## config.mk

```make
export PLATFORM = sky130hd
export DESIGN_NAME = arseq_top
export DESIGN_NICKNAME = d
export VERILOG_FILES = /design/src/hw/arseq_pkg.sv /design/src/hw/arseq_top.sv
export VERILOG_INCLUDE_DIRS = /design/src /design/src/hw
export SDC_FILE = /design/constraint.sdc
export NUM_CORES = 1
export LEC_CHECK = 0
export BUFFER_PORTS_ARGS = -buffer_cell sky130_fd_sc_hd__buf_2
export CAP_MARGIN = 20
export CORE_MARGIN = 5
export CORE_UTILIZATION = 35
export CTS_BUF_LIST = sky130_fd_sc_hd__clkbuf_8
export CTS_CLUSTER_SIZE = 10
export DETAILED_ROUTE_END_ITERATION = 10
export GPL_ROUTABILITY_DRIVEN = 0
export PLACE_DENSITY = 0.48
export SLEW_MARGIN = 10
export SYNTH_ARGS = -nofsm -noshare
export SYNTH_HDL_FRONTEND = slang
export SYNTH_SLANG_ARGS = --single-unit
```

## constraint.sdc

```tcl
create_clock -name pclk -period 5.7 [get_ports pclk]
set_clock_uncertainty 0.05 [all_clocks]
set_input_delay 0.57 -clock pclk [delete_from_list [all_inputs] [get_ports pclk]]
set_output_delay 0.57 -clock pclk [all_outputs]
set_load 0.005 [all_outputs]
```

## src/hw/arseq_map.svh

```systemverilog
/*
 Register offsets, field positions, reset values and timing counts of the
 recloser sequencer. Assumes a 250 MHz pclk and a 32-bit APB bus.
*/
`ifndef ARSEQ_MAP_SVH
`define ARSEQ_MAP_SVH

`define ARSEQ_CLK_MHZ        250
`define ARSEQ_TICK_US        1000
`define ARSEQ_TICK_CYC       (`ARSEQ_CLK_MHZ * `ARSEQ_TICK_US)

`define ARSEQ_OFF_CTRL       12'h000
`define ARSEQ_OFF_STATUS     12'h004
`define ARSEQ_OFF_EVENT      12'h008
`define ARSEQ_OFF_MASK       12'h00c
`define ARSEQ_OFF_START1     12'h010
`define ARSEQ_OFF_DEAD1      12'h014
`define ARSEQ_OFF_DEAD2      12'h018
`define ARSEQ_OFF_ARC1       12'h01c
`define ARSEQ_OFF_ARC2       12'h020
`define ARSEQ_OFF_RECLAIM    12'h024
`define ARSEQ_OFF_OVERALL    12'h028

`define ARSEQ_RST_START1     32'h0000_01f4
`define ARSEQ_RST_DEAD1      32'h0000_00c8
`define ARSEQ_RST_DEAD2      32'h0001_d4c0
`define ARSEQ_RST_ARC1       32'h0000_00c8
`define ARSEQ_RST_ARC2       32'h0000_00c8
`define ARSEQ_RST_RECLAIM    32'h0000_2710
`define ARSEQ_RST_OVERALL    32'h0000_2710

`define ARSEQ_CTRL_ENABLE    0
`define ARSEQ_CTRL_SHOT2_EN  1
`define ARSEQ_CTRL_OVR_USE   2
`define ARSEQ_CTRL_OVR_LOCK  3
`define ARSEQ_CTRL_RESET     4

`define ARSEQ_EV_OPEN        0
`define ARSEQ_EV_CLOSE       1
`define ARSEQ_EV_SHOT2       2
`define ARSEQ_EV_SUCCESS     3
`define ARSEQ_EV_LOCKOUT     4
`define ARSEQ_EV_READY       5
`define ARSEQ_EV_W           6

`endif

```

## src/hw/arseq_pkg.sv

```systemverilog
/*
 Types of the recloser sequencer: states and the settings bundle.
 Assumes arseq_map.svh supplies the numbers.
*/
package arseq_pkg;

   typedef enum logic [3:0] {
      ST_READY, ST_START, ST_OPEN, ST_DEAD, ST_CLOSE, ST_RECLAIM,
      ST_OVERALL, ST_FINAL, ST_LOCKOUT
   } arseq_state_e;

   typedef struct packed {
      logic [31:0] start1;
      logic [31:0] dead1;
      logic [31:0] dead2;
      logic [31:0] arc1;
      logic [31:0] arc2;
      logic [31:0] reclaim;
      logic [31:0] overall;
   } arseq_cfg_s;

endpackage : arseq_pkg

```

## src/hw/arseq_top.sv

```systemverilog
/*
 Auto-recloser shot sequencer with APB registers and one interrupt.
 Assumes request and breaker status inputs are synchronous to pclk, and that
 the breaker object forwards the close request only when its checks pass.
*/
`timescale 1ns/1ps
`default_nettype none
`include "arseq_map.svh"

module arseq_top (
   // APB
   input  wire logic        pclk,
   input  wire logic        presetn,
   input  wire logic        psel,
   input  wire logic        penable,
   input  wire logic        pwrite,
   input  wire logic [11:0] paddr,
   input  wire logic [31:0] pwdata,
   output logic      [31:0] prdata,
   output logic             pready,
   output logic             pslverr,
   // Protection and breaker
   input  wire logic        request_one,
   input  wire logic        breaker_closed,
   input  wire logic        breaker_open,
   // Commands and status
   output logic             open_cmd,
   output logic             close_cmd,
   output logic             follower_open,
   output logic             follower_close_permit,
   output logic             request_one_active,
   output logic             recloser_running,
   output logic             first_shot_running,
   output logic             second_shot_running,
   output logic             overall_reclaim,
   output logic             lockout,
   output logic             irq
);

   typedef struct packed {
      arseq_pkg::arseq_state_e  st;
      arseq_pkg::arseq_cfg_s    cfg;
      logic [4:0]               ctrl;
      logic [`ARSEQ_EV_W-1:0]   ev;
      logic [`ARSEQ_EV_W-1:0]   mask;
      logic [17:0]              pre;
      logic                     tick;
      logic [31:0]              tmr;
      logic [31:0]              arc;
      logic                     shot2;
      logic                     req_act;
      logic                     running;
      logic                     f_open;
      logic                     f_permit;
      logic                     open_c;
      logic                     close_c;
      logic [31:0]              rdata;
   } arseq_reg_s;

   arseq_reg_s r_q;
   arseq_reg_s r_d;

   // Timer done: a zero setting counts as already expired
   function automatic logic tmr_done(input logic [31:0] cnt, input logic [31:0] set);
      tmr_done = (cnt >= set);
   endfunction : tmr_done

   logic                   wr_en;
   logic                   rd_en;
   logic                   addr_ok;
   logic [31:0]            rmux;
   logic [`ARSEQ_EV_W-1:0] ev_set;
   logic [31:0]            dead_set;
   logic [31:0]            arc_set;

   assign wr_en    = psel & penable & pwrite;
   assign rd_en    = psel & penable & ~pwrite;
   assign dead_set = r_q.shot2 ? r_q.cfg.dead2 : r_q.cfg.dead1;
   assign arc_set  = r_q.shot2 ? r_q.cfg.arc2 : r_q.cfg.arc1;

   always_comb begin
      addr_ok = 1'b1;
      rmux    = 32'h0000_0000;
      case (paddr)
         `ARSEQ_OFF_CTRL:    rmux = {27'h0, r_q.ctrl};
         `ARSEQ_OFF_STATUS:  rmux = {22'h0, r_q.st, lockout, r_q.f_permit, r_q.f_open,
                                     r_q.shot2, r_q.running, r_q.req_act};
         `ARSEQ_OFF_EVENT:   rmux = {26'h0, r_q.ev};
         `ARSEQ_OFF_MASK:    rmux = {26'h0, r_q.mask};
         `ARSEQ_OFF_START1:  rmux = r_q.cfg.start1;
         `ARSEQ_OFF_DEAD1:   rmux = r_q.cfg.dead1;
         `ARSEQ_OFF_DEAD2:   rmux = r_q.cfg.dead2;
         `ARSEQ_OFF_ARC1:    rmux = r_q.cfg.arc1;
         `ARSEQ_OFF_ARC2:    rmux = r_q.cfg.arc2;
         `ARSEQ_OFF_RECLAIM: rmux = r_q.cfg.reclaim;
         `ARSEQ_OFF_OVERALL: rmux = r_q.cfg.overall;
         default:            addr_ok = 1'b0;
      endcase
   end

   always_comb begin
      r_d    = r_q;
      ev_set = '0;
      r_d.ctrl[`ARSEQ_CTRL_RESET] = 1'b0;
      // 1 ms tick prescaler
      r_d.tick = (r_q.pre == 18'(`ARSEQ_TICK_CYC - 1));
      r_d.pre  = r_d.tick ? 18'h0_0000 : r_q.pre + 18'h0_0001;
      if (r_q.tick && r_q.tmr != 32'hffff_ffff) begin
         r_d.tmr = r_q.tmr + 32'h0000_0001;
      end

      case (r_q.st)
         arseq_pkg::ST_READY: begin
            r_d.tmr = 32'h0000_0000;
            r_d.arc = 32'h0000_0000;
            if (request_one && r_q.ctrl[`ARSEQ_CTRL_ENABLE]) begin
               r_d.st      = arseq_pkg::ST_START;
               r_d.req_act = 1'b1;
               r_d.shot2   = 1'b0;
            end
         end
         arseq_pkg::ST_START: begin
            if (!request_one) begin
               r_d.st      = arseq_pkg::ST_READY;
               r_d.req_act = 1'b0;
            end else if (tmr_done(r_q.tmr, r_q.cfg.start1)) begin
               r_d.st      = arseq_pkg::ST_OPEN;
               r_d.running = 1'b1;
               r_d.open_c  = 1'b1;
               r_d.f_open  = 1'b1;
               r_d.f_permit = 1'b0;
               ev_set[`ARSEQ_EV_OPEN] = 1'b1;
            end
         end
         arseq_pkg::ST_OPEN: begin
            if (breaker_open) begin
               r_d.open_c = 1'b0;
            end
            if (breaker_open && !request_one) begin
               r_d.st  = arseq_pkg::ST_DEAD;
               r_d.tmr = 32'h0000_0000;
            end
         end
         arseq_pkg::ST_DEAD: begin
            if (tmr_done(r_q.tmr, dead_set)) begin
               r_d.st      = arseq_pkg::ST_CLOSE;
               r_d.close_c = 1'b1;
               ev_set[`ARSEQ_EV_CLOSE] = 1'b1;
            end
         end
         arseq_pkg::ST_CLOSE: begin
            if (breaker_closed) begin
               r_d.close_c = 1'b0;
               r_d.st      = arseq_pkg::ST_RECLAIM;
               r_d.tmr     = 32'h0000_0000;
               r_d.arc     = 32'h0000_0000;
            end
         end
         arseq_pkg::ST_RECLAIM: begin
            // Arcing time is cumulative across pickups within one shot
            if (request_one && r_q.tick) begin
               r_d.arc = r_q.arc + 32'h0000_0001;
            end
            if (request_one && tmr_done(r_q.arc, arc_set)) begin
               if (!r_q.shot2 && r_q.ctrl[`ARSEQ_CTRL_SHOT2_EN]) begin
                  r_d.shot2  = 1'b1;
                  r_d.open_c = 1'b1;
                  r_d.st     = arseq_pkg::ST_OPEN;
                  ev_set[`ARSEQ_EV_SHOT2] = 1'b1;
                  ev_set[`ARSEQ_EV_OPEN]  = 1'b1;
               end else begin
                  r_d.st = arseq_pkg::ST_FINAL;
               end
            end else if (tmr_done(r_q.tmr, r_q.cfg.reclaim)) begin
               r_d.running = 1'b0;
               r_d.req_act = 1'b0;
               r_d.shot2   = 1'b0;
               r_d.tmr     = 32'h0000_0000;
               r_d.f_open  = 1'b0;
               r_d.f_permit = 1'b1;
               ev_set[`ARSEQ_EV_SUCCESS] = 1'b1;
               r_d.st = r_q.ctrl[`ARSEQ_CTRL_OVR_USE] ? arseq_pkg::ST_OVERALL
                                                      : arseq_pkg::ST_READY;
            end
         end
         arseq_pkg::ST_OVERALL: begin
            if (request_one && r_q.ctrl[`ARSEQ_CTRL_OVR_LOCK]) begin
               r_d.st = arseq_pkg::ST_FINAL;
            end else if (tmr_done(r_q.tmr, r_q.cfg.overall)) begin
               r_d.st = arseq_pkg::ST_READY;
               ev_set[`ARSEQ_EV_READY] = 1'b1;
            end
         end
         arseq_pkg::ST_FINAL: begin
            r_d.open_c   = 1'b1;
            r_d.running  = 1'b0;
            r_d.req_act  = 1'b0;
            r_d.shot2    = 1'b0;
            r_d.f_permit = 1'b0;
            r_d.st       = arseq_pkg::ST_LOCKOUT;
            ev_set[`ARSEQ_EV_LOCKOUT] = 1'b1;
         end
         arseq_pkg::ST_LOCKOUT: begin
            if (breaker_open) begin
               r_d.open_c = 1'b0;
            end
            if (r_q.ctrl[`ARSEQ_CTRL_RESET]) begin
               r_d.st     = arseq_pkg::ST_READY;
               r_d.f_open = 1'b0;
               r_d.open_c = 1'b0;
            end
         end
         default: r_d.st = arseq_pkg::ST_READY;
      endcase

      // Register writes; event bits cleared by a read, a new event wins
      if (wr_en) begin
         case (paddr)
            `ARSEQ_OFF_CTRL:    r_d.ctrl = pwdata[4:0];
            `ARSEQ_OFF_MASK:    r_d.mask = pwdata[`ARSEQ_EV_W-1:0];
            `ARSEQ_OFF_START1:  r_d.cfg.start1 = pwdata;
            `ARSEQ_OFF_DEAD1:   r_d.cfg.dead1 = pwdata;
            `ARSEQ_OFF_DEAD2:   r_d.cfg.dead2 = pwdata;
            `ARSEQ_OFF_ARC1:    r_d.cfg.arc1 = pwdata;
            `ARSEQ_OFF_ARC2:    r_d.cfg.arc2 = pwdata;
            `ARSEQ_OFF_RECLAIM: r_d.cfg.reclaim = pwdata;
            `ARSEQ_OFF_OVERALL: r_d.cfg.overall = pwdata;
            default:            ;
         endcase
      end
      if (rd_en && paddr == `ARSEQ_OFF_EVENT) begin
         // Clear only what the setup cycle reported, so a later event survives
         r_d.ev = (r_q.ev & ~r_q.rdata[`ARSEQ_EV_W-1:0]) | ev_set;
      end else begin
         r_d.ev = r_q.ev | ev_set;
      end
      // Read data is captured in the setup cycle and stands through the access
      r_d.rdata = (psel & ~penable & ~pwrite) ? rmux : 32'h0000_0000;
   end

   always_ff @(posedge pclk or negedge presetn) begin
      if (!presetn) begin
         r_q             <= '0;
         r_q.st          <= arseq_pkg::ST_READY;
         r_q.ctrl        <= 5'h07;
         r_q.cfg.start1  <= `ARSEQ_RST_START1;
         r_q.cfg.dead1   <= `ARSEQ_RST_DEAD1;
         r_q.cfg.dead2   <= `ARSEQ_RST_DEAD2;
         r_q.cfg.arc1    <= `ARSEQ_RST_ARC1;
         r_q.cfg.arc2    <= `ARSEQ_RST_ARC2;
         r_q.cfg.reclaim <= `ARSEQ_RST_RECLAIM;
         r_q.cfg.overall <= `ARSEQ_RST_OVERALL;
      end else begin
         r_q <= r_d;
      end
   end

   // Zero-wait slave: read data leaves a flip-flop loaded in the setup cycle
   assign pready  = 1'b1;
   assign pslverr = psel & penable & ~addr_ok;
   assign prdata  = r_q.rdata;

   assign open_cmd              = r_q.open_c;
   assign close_cmd             = r_q.close_c;
   assign follower_open         = r_q.f_open;
   assign follower_close_permit = r_q.f_permit;
   assign request_one_active    = r_q.req_act;
   assign recloser_running      = r_q.running;
   assign first_shot_running    = r_q.req_act & ~r_q.shot2;
   assign second_shot_running   = r_q.req_act & r_q.shot2;
   assign overall_reclaim       = (r_q.st == arseq_pkg::ST_OVERALL);
   assign lockout               = (r_q.st == arseq_pkg::ST_LOCKOUT);
   assign irq                   = |(r_q.ev & r_q.mask);

endmodule : arseq_top

`default_nettype wire

```

==> impl.org, run 1 <==
** Run status
- Status :: finished clean

** Floorplanning
- During I/O placement, the number of pins put on the boundary was 97.
- Total die area :: 65700 sq um
- Row generation in the floorplan step produced 90 rows.
- From bottom edge to top edge, the die measures 256 um.
- The initial utilization of the core area, before any placement, comes to 35.2%.
- Measured along the x axis, the die boundary spans 256 um.
- The core region is 60200 sq um.

** STA
- Clock period minus worst slack :: 4.56 ns
- Part of the cycle the worst path needs :: 80.0%
- Setup TNS :: 0 ns
- Timing-limited maximum frequency :: 219 MHz
- Final hold analysis gives a worst-case slack of 0.124 ns.
- Setup repair after global routing left no endpoint under its margin.
- Setup-violating endpoint count in the final report :: 0
- Number of pins with negative max-slew slack in the final report :: 0
- Count of final hold-check violations :: 0
- Max-Slew Margin vs Limit :: 32.9%
- Worst Max-Slew Pin Slew :: 1.01 ns

** Global routing
- First-pass GRT wire length :: 102000 um
- Number of global-route vias before repair :: 16.5k
- The number of antenna violations at the first check in global routing was 6.
- Entering global routing, the biggest net connects 112 pins.
- Across every metal layer, demand over resource in global routing totals 20.1%.
- After global routing the overflow that remains totals 0.

** Detailed routing
- In the routed design, unresolved DRC markers number 0.
- The routed layout has 15.9k vias.
- In the routed layout, each cell is associated on average with a via count of 5.47.
- DR WL/cell :: 23.0 um
- Before antenna repair, the detailed router went through 5 iterations.
- DR iter-0 viols :: 1100
- Wirelength, routed :: 67100 um
- The count of nets left with antenna violations once routing finished came out at 0.

** Yosys
- Count of distinct cell types in the synthesized netlist :: 73
- For this run, the leading register cell type out of synthesis is dfrtp_1.
- After synthesis the netlist holds a flip-flop and latch count of 367.
- Synthesis produced a netlist whose cell count is 1994.
- Async set-or-reset flop fraction in the synthesized netlist :: 100%
- The synthesized design contains 0 enable-type register cells.
- The synthesized netlist occupies a cell area of 21200 sq um.
- Post-synthesis area per instance :: 10.6 sq um
- Sequential share of the synthesized area :: 43.5%
- The number of nets in the synthesized netlist is 2209.
- During synthesis, Yosys emitted a total of 0 warnings.

** Clock tree
- TritonCTS built the clock tree.
- Clock latency at the later pin of the worst-skew pair :: 0.66 ns
- The cell sitting at the root of the clock tree is a clkbuf_8.
- Num CTS Buffers :: 72
- Largest buffer count on any clock path :: 3
- CTS built an H-tree with a depth of 3.
- Number of clock sinks seen by CTS :: 367
- Clock transition at the register clock pins on the worst setup and hold paths after CTS :: 0.06 ns

** Critical path
- STA classifies the critical path startpoint as a flip-flop.
- CP max FO :: 38
- The slowest stage of the critical path belongs to the cell dfrtp_4.
- Critical-path cell list :: buf_12 > mux2i_1 > ha_1 > a21oi_1 > o21ai_0 > a221oi_1 > nand2_1 > a31oi_1 > buf_4 > a21oi_1 > nor3_4 > buf_4 > nor2_1
- Worst Setup Path Type :: reg -> reg
- Number of buffer and inverter stages on the critical path :: 3
- For flop-to-flop paths, the worst setup slack is 1.14 ns.
- In this design, the stage delay of the slowest critical-path cell is 0.86 ns.
- The worst setup path is captured at a flip-flop.
- Worst path arrival time :: 5.01 ns
- Required time at the worst-slack endpoint :: 6.15 ns
- The kind of cell with the highest combined delay along the critical path is compound AO/OA/AOI/OAI gates.

** Layout
- Filler instances :: 5911
- Relative to the synthesized area, the layout overhead comes to 12.8%.
- Final layout net count :: 2285
- Non-filler cells in the finished layout :: 2913
- Fraction of final layout cells sized beyond drive strength 1 :: 23.7%
- Across the whole layout, storage elements account for 9230 sq um.
- Area of the multi-input gates :: 11000 sq um

** Placed design
- Number of buffers inserted by port buffering :: 95
- Post-placement cell count :: 2777
- The wire-length estimate of the detail-placed layout is 47600 um.

** Min path
- The worst hold path belongs to the class in -> reg.

** Pwr
- Pleak :: 11.1 nW
- IR analysis of the VDD net gives a maximum drop of 0.000146 V.
- Power spread over the standard cell area amounts to 260 nW/um^2.

** Flow run
- Max-cap check violation count :: 0
==> final cells by class <==
class | count | area share [%]
antenna | 3 | 0.0314
clock buffer | 91 | 5.23
clock inverter | 41 | 1.16
inverter | 116 | 1.82
multi-input combinational | 1396 | 46.1
sequential | 367 | 38.6
tap | 782 | 4.09
timing repair buffer | 117 | 2.96
==> kinds of logic after synthesis <==
logic type | Yosys count | synth area share (%)
simple gates | 497 | 11.2
flops | 367 | 43.5
compound gates | 336 | 10.0
mux | 333 | 18.2
buf+inv | 231 | 4.73
fa+ha+maj | 163 | 9.61
xor+xnor | 66 | 2.72
other cells | 1 | 0.0177
==> final timing paths <==
check	start	endpoint	cells after the start
max reg2reg	r_q[38]$_DFFE_PN0P_	r_q[100]$_DFF_PN0_	13
min in group asynchronous	presetn	r_q[57]$_DFFE_PN0P_	2
max	r_q[38]$_DFFE_PN0P_	r_q[100]$_DFF_PN0_	13
min reg2reg	r_q[104]$_DFF_PN0_	r_q[104]$_DFF_PN0_	1
min	breaker_closed	close_cmd$_DFFE_PN0P_	2
max in group asynchronous	presetn	r_q[298]$_DFFE_PN0P_	3
==> where the power goes <==
| part | total (mW) | internal (mW) | leakage [nW] | switching, mW |
|---|---|---|---|---|
| logic | 0.660 | 0.215 | 5.43 | 0.445 |
| registers | 2.75 | 2.65 | 4.82 | 0.0986 |
| clock network | 2.81 | 1.61 | 0.884 | 1.19 |
| total | 6.22 | 4.48 | 11.1 | 1.74 |
==> sequential cells by signal, indices dropped and copies added (netlist names) <==
signal and flops:
close_cmd 1, follower_close_permit 1, follower_open 1, open_cmd 1, prdata 32, r_q 329, recloser_running 1, request_one_active 1
==> cells in the mapped netlist, types with 4 or more instances <==
master     count  area share, %
o21a_1         7           0.25
ha_1         163            9.6
nor3_1        20           0.47
nand3_1       48            1.1
mux2i_1      104            4.9
xnor2_1       29            1.2
and3_1        14           0.41
nand2_1      147            2.6
o22ai_1       35            1.0
o2111ai_1      4           0.17
nand2b_1      13           0.38
mux4_2        22            2.3
or3_1         13           0.38
clkbuf_1      47           0.83
inv_1        116            2.1
nand4_1       33           0.97
o211ai_1       5           0.18
dfrtp_1      332             39
buf_1         31           0.55
a211oi_1      12           0.42
nor2b_1        8           0.24
o2bb2ai_1      5           0.21
a21oi_1       90            2.1
a221oi_1      15           0.62
o21ai_0       81            1.9
buf_4         36            1.3
dfstp_2       35            4.3
a31oi_1       11           0.32
a22oi_1       36            1.3
nor4_1         7           0.21
and4_1        13           0.54
nor2_1       150            2.7
a21o_1         8           0.28
and2_1         8           0.24
xor2_1        37            1.5
mux2_2       204             11
==> metrics by stage <==
step / util (%) / setup slack, ns / cell area [sq um] / power (mW)
3_3_place_gp: 37.2 / 1.21 / 22400 / 3.46
6_report: 39.7 / 1.14 / 23900 / 6.22
5_1_grt: 39.7 / 0.899 / 23900 / 6.51
4_1_cts: 39.7 / 1.07 / 23900 / 6.32
3_5_place_dp: 37.2 / 1.10 / 22400 / 3.46
2_1_floorplan: - / 1.94 / 21200 / 3.18
==> per-layer routing <==
layer,vias up,GRT usage [%],share of wire (%)
met5,-,0,0.031
met4,4,7.63,3.7
met3,148,4.10,5.2
met2,430,33.1,47
met1,7986,26.3,44
li1,7368,-,-
==> cell usage in the layout, fill, tap and decap left out, types with 11 or more instances in the layout <==
cell	n
dfrtp_1	331
mux2_2	204
ha_1	163
nor2_1	149
inv_1	144
nand2_1	143
mux2i_1	104
buf_2	92
clkbuf_8	91
a21oi_1	90
o21ai_0	81
nand3_1	46
xor2_1	37
a22oi_1	36
o22ai_1	35
dfstp_2	35
nand4_1	33
xnor2_1	29
mux4_2	22
nor3_1	19
buf_4	19
a221oi_1	15
and3_1	14
nand2b_1	13
and4_1	13
or3_1	13
a211oi_1	12
a31oi_1	11
==> timing repair <==
item                                    in CTS  in global routing
hold endpoints to repair                    81                  0
resized for setup                            0                  0
hold buffers                                 1                  0
endpoints found under the setup margin       0                  0
setup buffers                                0                  0
No activity file was read; power rests on OpenSTA's default activity.
==> run 2, diff against run 1 <==
Clock period 5.7 ns to 4.4 ns, I/O delays scaled along.
==> run 2 against run 1 <==
Global-route usage rose by 0.45 points. Via count rose by 0.68%. Wire length rose by 2.0%. Non-clock buffer count rose by 22. Fmax rose by 19%. Combinational power rose by 38%. Utilization rose by 0.20 points. Design area rose by 0.51%. Critical endpoint is now r_q[364]$_DFFE_PN0P_.
==> impl.org, run 2 (synthesized netlist as in run 1, its figures left out) <==
** Global routing
- Global-route track usage on met1 :: 27.5% (+1.2 points)
- Antenna violations before repair :: 5 (-1)
- Maximum number of pins on one net before global-route repair :: 99 (-12%)
- Global-route track usage on met3 :: 3.89% (-0.22 points)
- All-layer global routing usage :: 20.6% (+0.45 points)
- The layer flagged by global routing as most heavily used is met2.
- Number of global-route vias before repair :: 16.9k (+1.9%)
- The global route total overflow is 0 (unchanged).
- First-pass GRT wire length :: 105000 um (+2.8%)
- Met2 Track Usage GR :: 33.8% (+0.71 points)

** STA
- Setup-violating endpoint count in the final report :: 0 (unchanged)
- Timing-limited maximum frequency :: 261 MHz (+19%)
- Part of the cycle the worst path needs :: 87.1% (+7.1 points)
- Worst path setup slack after routing :: 0.570 ns (-0.573 ns)
- The slew of the pin with the lowest slew margin was 1.06 ns (+0.0516 ns).
- RSZ-0062 raised after global routing :: false
- The total negative slack for setup checks came to 0 ns (unchanged).
- The final number of max-transition violations came to 0 (unchanged).
- The final critical delay including setup and external delays came to 3.83 ns (-0.727 ns).
- Count of final hold-check violations :: 0 (unchanged)
- Max-Slew Margin vs Limit :: 29.0% (-4.0 points)

** Placed design
- Post-place setup slack :: 0.633 ns (-0.464 ns)
- Number of buffers inserted by port buffering :: 95 (unchanged)
- Final HPWL DP :: 48100 um (+1.1%)

** Detailed routing
- The post-detailed-route via-to-cell ratio was 5.47 (about the same).
- The first-iteration detailed-routing DRC count came to 947 (-14%).
- The number of search-and-repair iterations in the first detailed-routing pass was 5 (unchanged).
- DR WL/cell :: 23.3 um (+1.4%)
- The total DRC errors in the routed layout came to 0 (unchanged).
- The remaining antenna violation count after routing is 0 (unchanged).
- The post-detailed-routing wire length is 68400 um (+2.0%).
- The total number of vias came to 16.0k (+0.68%).

** Critical path
- Most used cell, CP :: o21ai_0
- CP max FO :: 31 (-18%)
- Kind of start point of the critical path :: flip-flop
- Required time at the worst-slack endpoint :: 4.88 ns (-1.27 ns)
- The number of buffer and inverter instances along the worst setup path is 1 (-2).
- Critical Path End Type :: flip-flop
- Critical-path cell list :: buf_12 > mux2i_1 > ha_1 > a21oi_1 > o21ai_0 > a221oi_1 > o21ai_0 > or2_2 > o21a_1 > nand4_2 > mux2_1
- Delay contributed by the slowest stage of the critical path :: 0.71 ns (-0.15 ns)
- In this run the critical register-to-register path is launched from r_q[38]$_DFFE_PN0P_.
- In this run the worst setup path begins at r_q[38]$_DFFE_PN0P_.
- The signal arrival time at the worst endpoint is 4.31 ns (-0.70 ns).
- The kind of cell with the highest combined delay along the critical path is compound AO/OA/AOI/OAI gates.
- Worst Setup Path Type :: reg -> reg
- On the critical path, the stage with the largest delay is an instance of dfrtp_4.

** Clock tree
- The quantity of gates resized following cts came to 0 (unchanged).
- Clock transition at the register clock pins on the worst setup and hold paths after CTS :: 0.06 ns (about the same)
- The worst-skew pair later-pin latency is 0.66 ns (about the same).
- The cell sitting at the root of the clock tree is a clkbuf_8.
- The clock sink count was 367 (unchanged).
- Largest buffer count on any clock path :: 3 (unchanged)
- Num CTS Buffers :: 72 (unchanged)
- TritonCTS built the clock tree.
- H-Tree Depth :: 3 (unchanged)

** Layout
- Leading cell type in the layout, fill and taps excluded :: dfrtp_1
- In the layout the commonest cells are dfrtp_1 (331), mux2_2 (204), ha_1 (163).
- Fraction of final layout cells sized beyond drive strength 1 :: 24.0% (+0.29 points)
- Syn-to-layout area delta :: 13.4%
- The final net count came to 2307 (+0.96%).
- Largest reg by FF count :: r_q
- Share of the core filled with cells in the final layout :: 39.9% (+0.20 points)
- The flip-flop count of the largest register after layout was 329 (unchanged).

** Min path
- Worst min-delay path startpoint :: pwdata[8]
- The tightest min-delay check is of the in -> reg type.

** Pwr
- The leakage power came to 11.2 nW (+0.70%).
- The power density over cell area came to 329 nW/um^2 (+27%).
- Peak VDD IR :: 0.000198 V (+35%)

** Floorplanning
- Placement Rows :: 90 (unchanged)
- Total die area :: 65700 sq um (unchanged)
- Height of the chip :: 256 um (unchanged)
- Number of top-level design ports :: 97 (unchanged)
- The initial core utilization was 35.2% (unchanged).
- Die width :: 256 um (unchanged)
- Core area :: 60200 sq um (unchanged)

** Run status
- Status :: finished clean

** Flow run
- The max-cap check violation count was 0 (unchanged).
## run 2: final cells by class
cell class	count	area, sq um
well taps	782	978
clock inverters	46	265
inverters	116	435
fillers	5968	36200
diodes	2	5.00
clock buffers	84	1160
multi-input cells	1396	11000
repair buffers	139	941
flip-flops and latches	367	9230
## run 2: power by group
group	internal [mW]	switching [mW]	total, mW
Combinational	0.308	0.601	0.909
Sequential	3.43	0.118	3.55
Clock	1.86	1.59	3.45
## run 2: final timing paths
kind	to	slack [ns]	cells after the start
setup / recovery	r_q[364]$_DFFE_PN0P_	0.57	11
hold / removal	r_q[339]$_DFFE_PN1P_	0.05	3
setup reg to reg	r_q[364]$_DFFE_PN0P_	0.57	11
hold reg to reg	r_q[114]$_DFF_PN0_	0.44	1
max in group asynchronous	r_q[112]$_DFF_PN0_	2.71	3
min in group asynchronous	r_q[157]$_DFFE_PN0P_	0.34	2
## run 2: worst min-delay path, delay by kind of cell
| kind | cells | cell delay (ns) |
|---|---|---|
| buffers and inverters | 1 | 0.16 |
| AND/OR/NAND/NOR | 1 | 0.07 |
| AO/OA/AOI/OAI | 1 | 0.07 |
## run 2: repair_timing
action / in CTS / in global routing
hold buffers: 8 / 0
setup buffers: 0 / 0
hold endpoints to repair: 100 / 0
## run 2: stage by stage
step	power (mW)	area [sq um]	hold slack (ns)	std cells
after detailed placement	4.52	22600	0.436	2792
after global routing	8.28	24100	0.0265	2931
after CTS	8.05	24100	0.000944	2930
after global placement	4.51	22600	0.422	2792
final	7.92	24100	0.0469	2932
after floorplan	4.12	21200	0.0944	1994
## run 2: layer usage
metal | vias to the layer above | share of wire (%)
met3 | 143 | 4.6
met1 | 8099 | 45
met5 | - | 0
met2 | 401 | 47
met4 | 0 | 3.4
li1 | 7402 | -
==> run 3, diff against run 2 <==
Settings changed: PLACE_DENSITY 0.48 to 0.5, REMOVE_ABC_BUFFERS from default to 1.
Clock period 4.4 ns to 3.5 ns, I/O delays scaled along.
==> run 3 against run 2 <==
Sequential share of layout area decreased by 1.4 points. First-iteration DRC count increased by 17%. Critical path type unchanged. Clock power increased by 36%. Via count increased by 1.4%. Critical path depth unchanged.
==> impl.org, run 3 (synthesized netlist as in run 1, its figures left out) <==
** Detailed routing
- Number of iterations in the first detailed-routing pass :: 5 (unchanged)
- The average wire length per cell after detail routing was 21.8 um (-6.7%).
- The post-detailed-route via-to-cell ratio was 5.41 (-1.2%).
- Wirelength, routed :: 65600 um (-4.2%)
- The total DRC errors in the routed layout was 0 (unchanged).
- The first-iteration detailed-routing DRC count is 1104 (+17%).
- Final ANT Viol Nets :: 0 (unchanged)
- Overall via count from detail_route :: 16.3k (+1.4%)

** Layout
- Non-filler cells in the finished layout :: 3010 (+2.7%)
- The final net count came to 2390 (+3.6%).
- Non-Filler Cell Area, Final :: 24900 sq um (+3.7%)
- Largest register FFs :: 329 (unchanged)
- The top cell types in the final layout, fill and taps aside, are dfrtp_1 (331), mux2_2 (204), ha_1 (163).
- Leading cell type in the layout, fill and taps excluded :: dfrtp_1
- The fraction of layout instances using a drive strength above 1 is 26.4% (+2.4 points).
- Syn-to-layout area delta :: 17.6%
- Ranked by flip-flop count, first place goes to r_q.

** Min path
- In this run the most critical hold path is launched from pwdata[3].
- Instance count along the most critical hold path :: 3 (unchanged)
- The path class of the tightest hold or removal check is in -> reg.
- The worst hold path terminates at r_q[334]$_DFFE_PN0P_.

** Pwr
- The power density over cell area came to 415 nW/um^2 (+26%).
- The maximum vdd drop is 0.000245 V (+24%).
- Pleak :: 11.6 nW (+3.8%)
- The overall power of the completed layout was 10.4 mW (+31%).

** Floorplanning
- The I/O pin count is 97 (unchanged).
- The initial core utilization is 35.2% (unchanged).
- Placement Rows :: 90 (unchanged)
- Total die area :: 65700 sq um (unchanged)
- Height of the chip :: 256 um (unchanged)
- The horizontal die dimension was 256 um (unchanged).
- Core area :: 60200 sq um (unchanged)

** Global routing
- The number of antenna violations at the first check in global routing was 2 (-3).
- Grt total ovfl :: 0 (unchanged)
- The number of global-route vias before repair was 16.8k (-0.35%).
- All-layer global routing usage :: 19.8% (-0.79 points)
- First-pass GRT wire length :: 103000 um (-2.2%)
- Maximum number of pins on one net before global-route repair :: 102 (+3.0%)

** Placed design
- Post-placement cell count :: 2848 (+2.0%)
- The detailed placement HPWL was 47800 um (-0.59%).
- The count of buffers inserted at the top-level ports came to 95 (unchanged).
- Post-placement cell area :: 23000 sq um (+2.0%)

** STA
- The count of final hold-check violations is 0 (unchanged).
- The slew of the pin with the lowest slew margin was 0.950 ns (-0.107 ns).
- The fmax came to 293 MHz (+12%).
- The tightest slew margin relative to the limit came to 36.1% (+7.2 points).
- Setup-violating endpoint count in the final report :: 0 (unchanged)
- Clock period minus worst slack :: 3.41 ns (-0.419 ns)
- Part of the cycle the worst path needs :: 97.5% (+10 points)
- The final number of max-transition violations came to 0 (unchanged).
- RSZ-0062 raised after global routing :: false

** Clock tree
- Number of clock sinks seen by CTS :: 367 (unchanged)
- The worst-skew pair later-pin latency was 0.65 ns (about the same).
- The clock transition time at the flip-flop clock pins of the worst setup and hold paths was 0.06 ns (about the same).
- CTS tree :: yes
- Num CTS Buffers :: 70 (-2.8%)
- CTS placed an instance of clkbuf_8 at the clock tree root.
- The largest buffer count on any clock path came to 3 (unchanged).
- The CTS H-tree depth was 3 (unchanged).

** Critical path
- Delay contributed by the slowest stage of the critical path :: 0.51 ns (-0.20 ns)
- Highest-delay cell along the critical path :: dfrtp_4
- On the critical path the largest part of the delay comes from compound AO/OA/AOI/OAI gates.
- The worst setup path is captured at a flip-flop.
- Required time at the worst-slack endpoint :: 3.98 ns (-0.90 ns)
- The number of buffer and inverter instances along the worst setup path is 2 (+1).
- Worst r2r path cells :: 11 (unchanged)
- Critical-path cell list :: buf_12 > buf_4 > mux2i_1 > ha_1 > a2111o_1 > a31oi_1 > a211oi_1 > or2_2 > o21a_1 > nand4_2 > mux2_1
- Kind of start point of the critical path :: flip-flop
- In this run the critical register-to-register path is launched from r_q[38]$_DFFE_PN0P_.
- The endpoint identified for the worst register-to-register timing path is r_q[364]$_DFFE_PN0P_.
- CP max FO :: 14 (-55%)
- The signal arrival time at the worst endpoint was 3.89 ns (-0.42 ns).
- Worst Setup Path Type :: reg -> reg
- The setup slack of the worst register-to-register path was 0.09 ns (-0.48 ns).

** Run status
- Status :: finished clean

** Flow run
- The max-cap check violation count was 0 (unchanged).
-- run 3: tightest hold or removal path, cell delays in order --
cell     delay (ns)
buf_2          0.18
nand2_1        0.07
o21ai_0        0.08
-- run 3: timing repair --
action                     CTS  global route
hold endpoints to repair   269             0
gates resized for setup      0             5
hold buffers                33             0
setup buffers                2             1
setup endpoints to repair    3            36
pin swaps                    0             4
gates cloned                 0             0
-- run 3: power breakdown --
| group | switching, mW | total (mW) | internal (mW) |
|---|---|---|---|
| Combinational | 0.814 | 1.26 | 0.450 |
| Clock | 1.94 | 4.68 | 2.74 |
| Sequential | 0.0876 | 4.41 | 4.32 |
| Total | 2.84 | 10.4 | 7.51 |
-- run 3: how the worst max path moves through the flow --
stage | from | slack, ns | end | cells after the start
after floorplan | r_q[38]$_DFFE_PN0P_ | -1.69 | r_q[100]$_DFF_PN0_ | 10
after global placement | r_q[38]$_DFFE_PN0P_ | 0.02 | r_q[364]$_DFFE_PN0P_ | 12
after detailed placement | r_q[38]$_DFFE_PN0P_ | -0.08 | r_q[364]$_DFFE_PN0P_ | 12
after CTS | r_q[38]$_DFFE_PN0P_ | 0.1 | r_q[364]$_DFFE_PN0P_ | 12
after global routing | r_q[38]$_DFFE_PN0P_ | 0.004 | r_q[364]$_DFFE_PN0P_ | 11
final | r_q[38]$_DFFE_PN0P_ | 0.09 | r_q[364]$_DFFE_PN0P_ | 11
-- run 3: routing by layer --
metal | part of all wire (%) | global-route usage [%] | vias up
li1 | - | - | 7548
met1 | 47 | 28.3 | 8214
met2 | 46 | 30.9 | 423
met3 | 4.5 | 3.00 | 88
met4 | 2.5 | 6.52 | 0
met5 | 0 | 0 | -
-- run 3: cell type report --
type / count / area, sq um
clock inverter: 31 / 273
inverter: 116 / 435
clock buffer: 93 / 1280
tap: 782 / 978
multi-input combinational: 1396 / 11100
fill: 5820 / 35300
timing repair buffer: 224 / 1680
antenna: 1 / 2.50
sequential: 367 / 9230
-- run 3: per-stage QoR --
step	setup slack (ns)	hold WS, ns	utilization [%]	TNS (ns)
after floorplan	-1.69	0.00441	-	-83.87
after global placement	0.0214	0.424	38.2	0
after detailed placement	-0.0796	0.433	38.2	-0.231
after CTS	0.0982	0.000914	41.3	0
after global routing	0.00360	0.0466	41.4	0
final	0.0885	0.0575	41.4	0
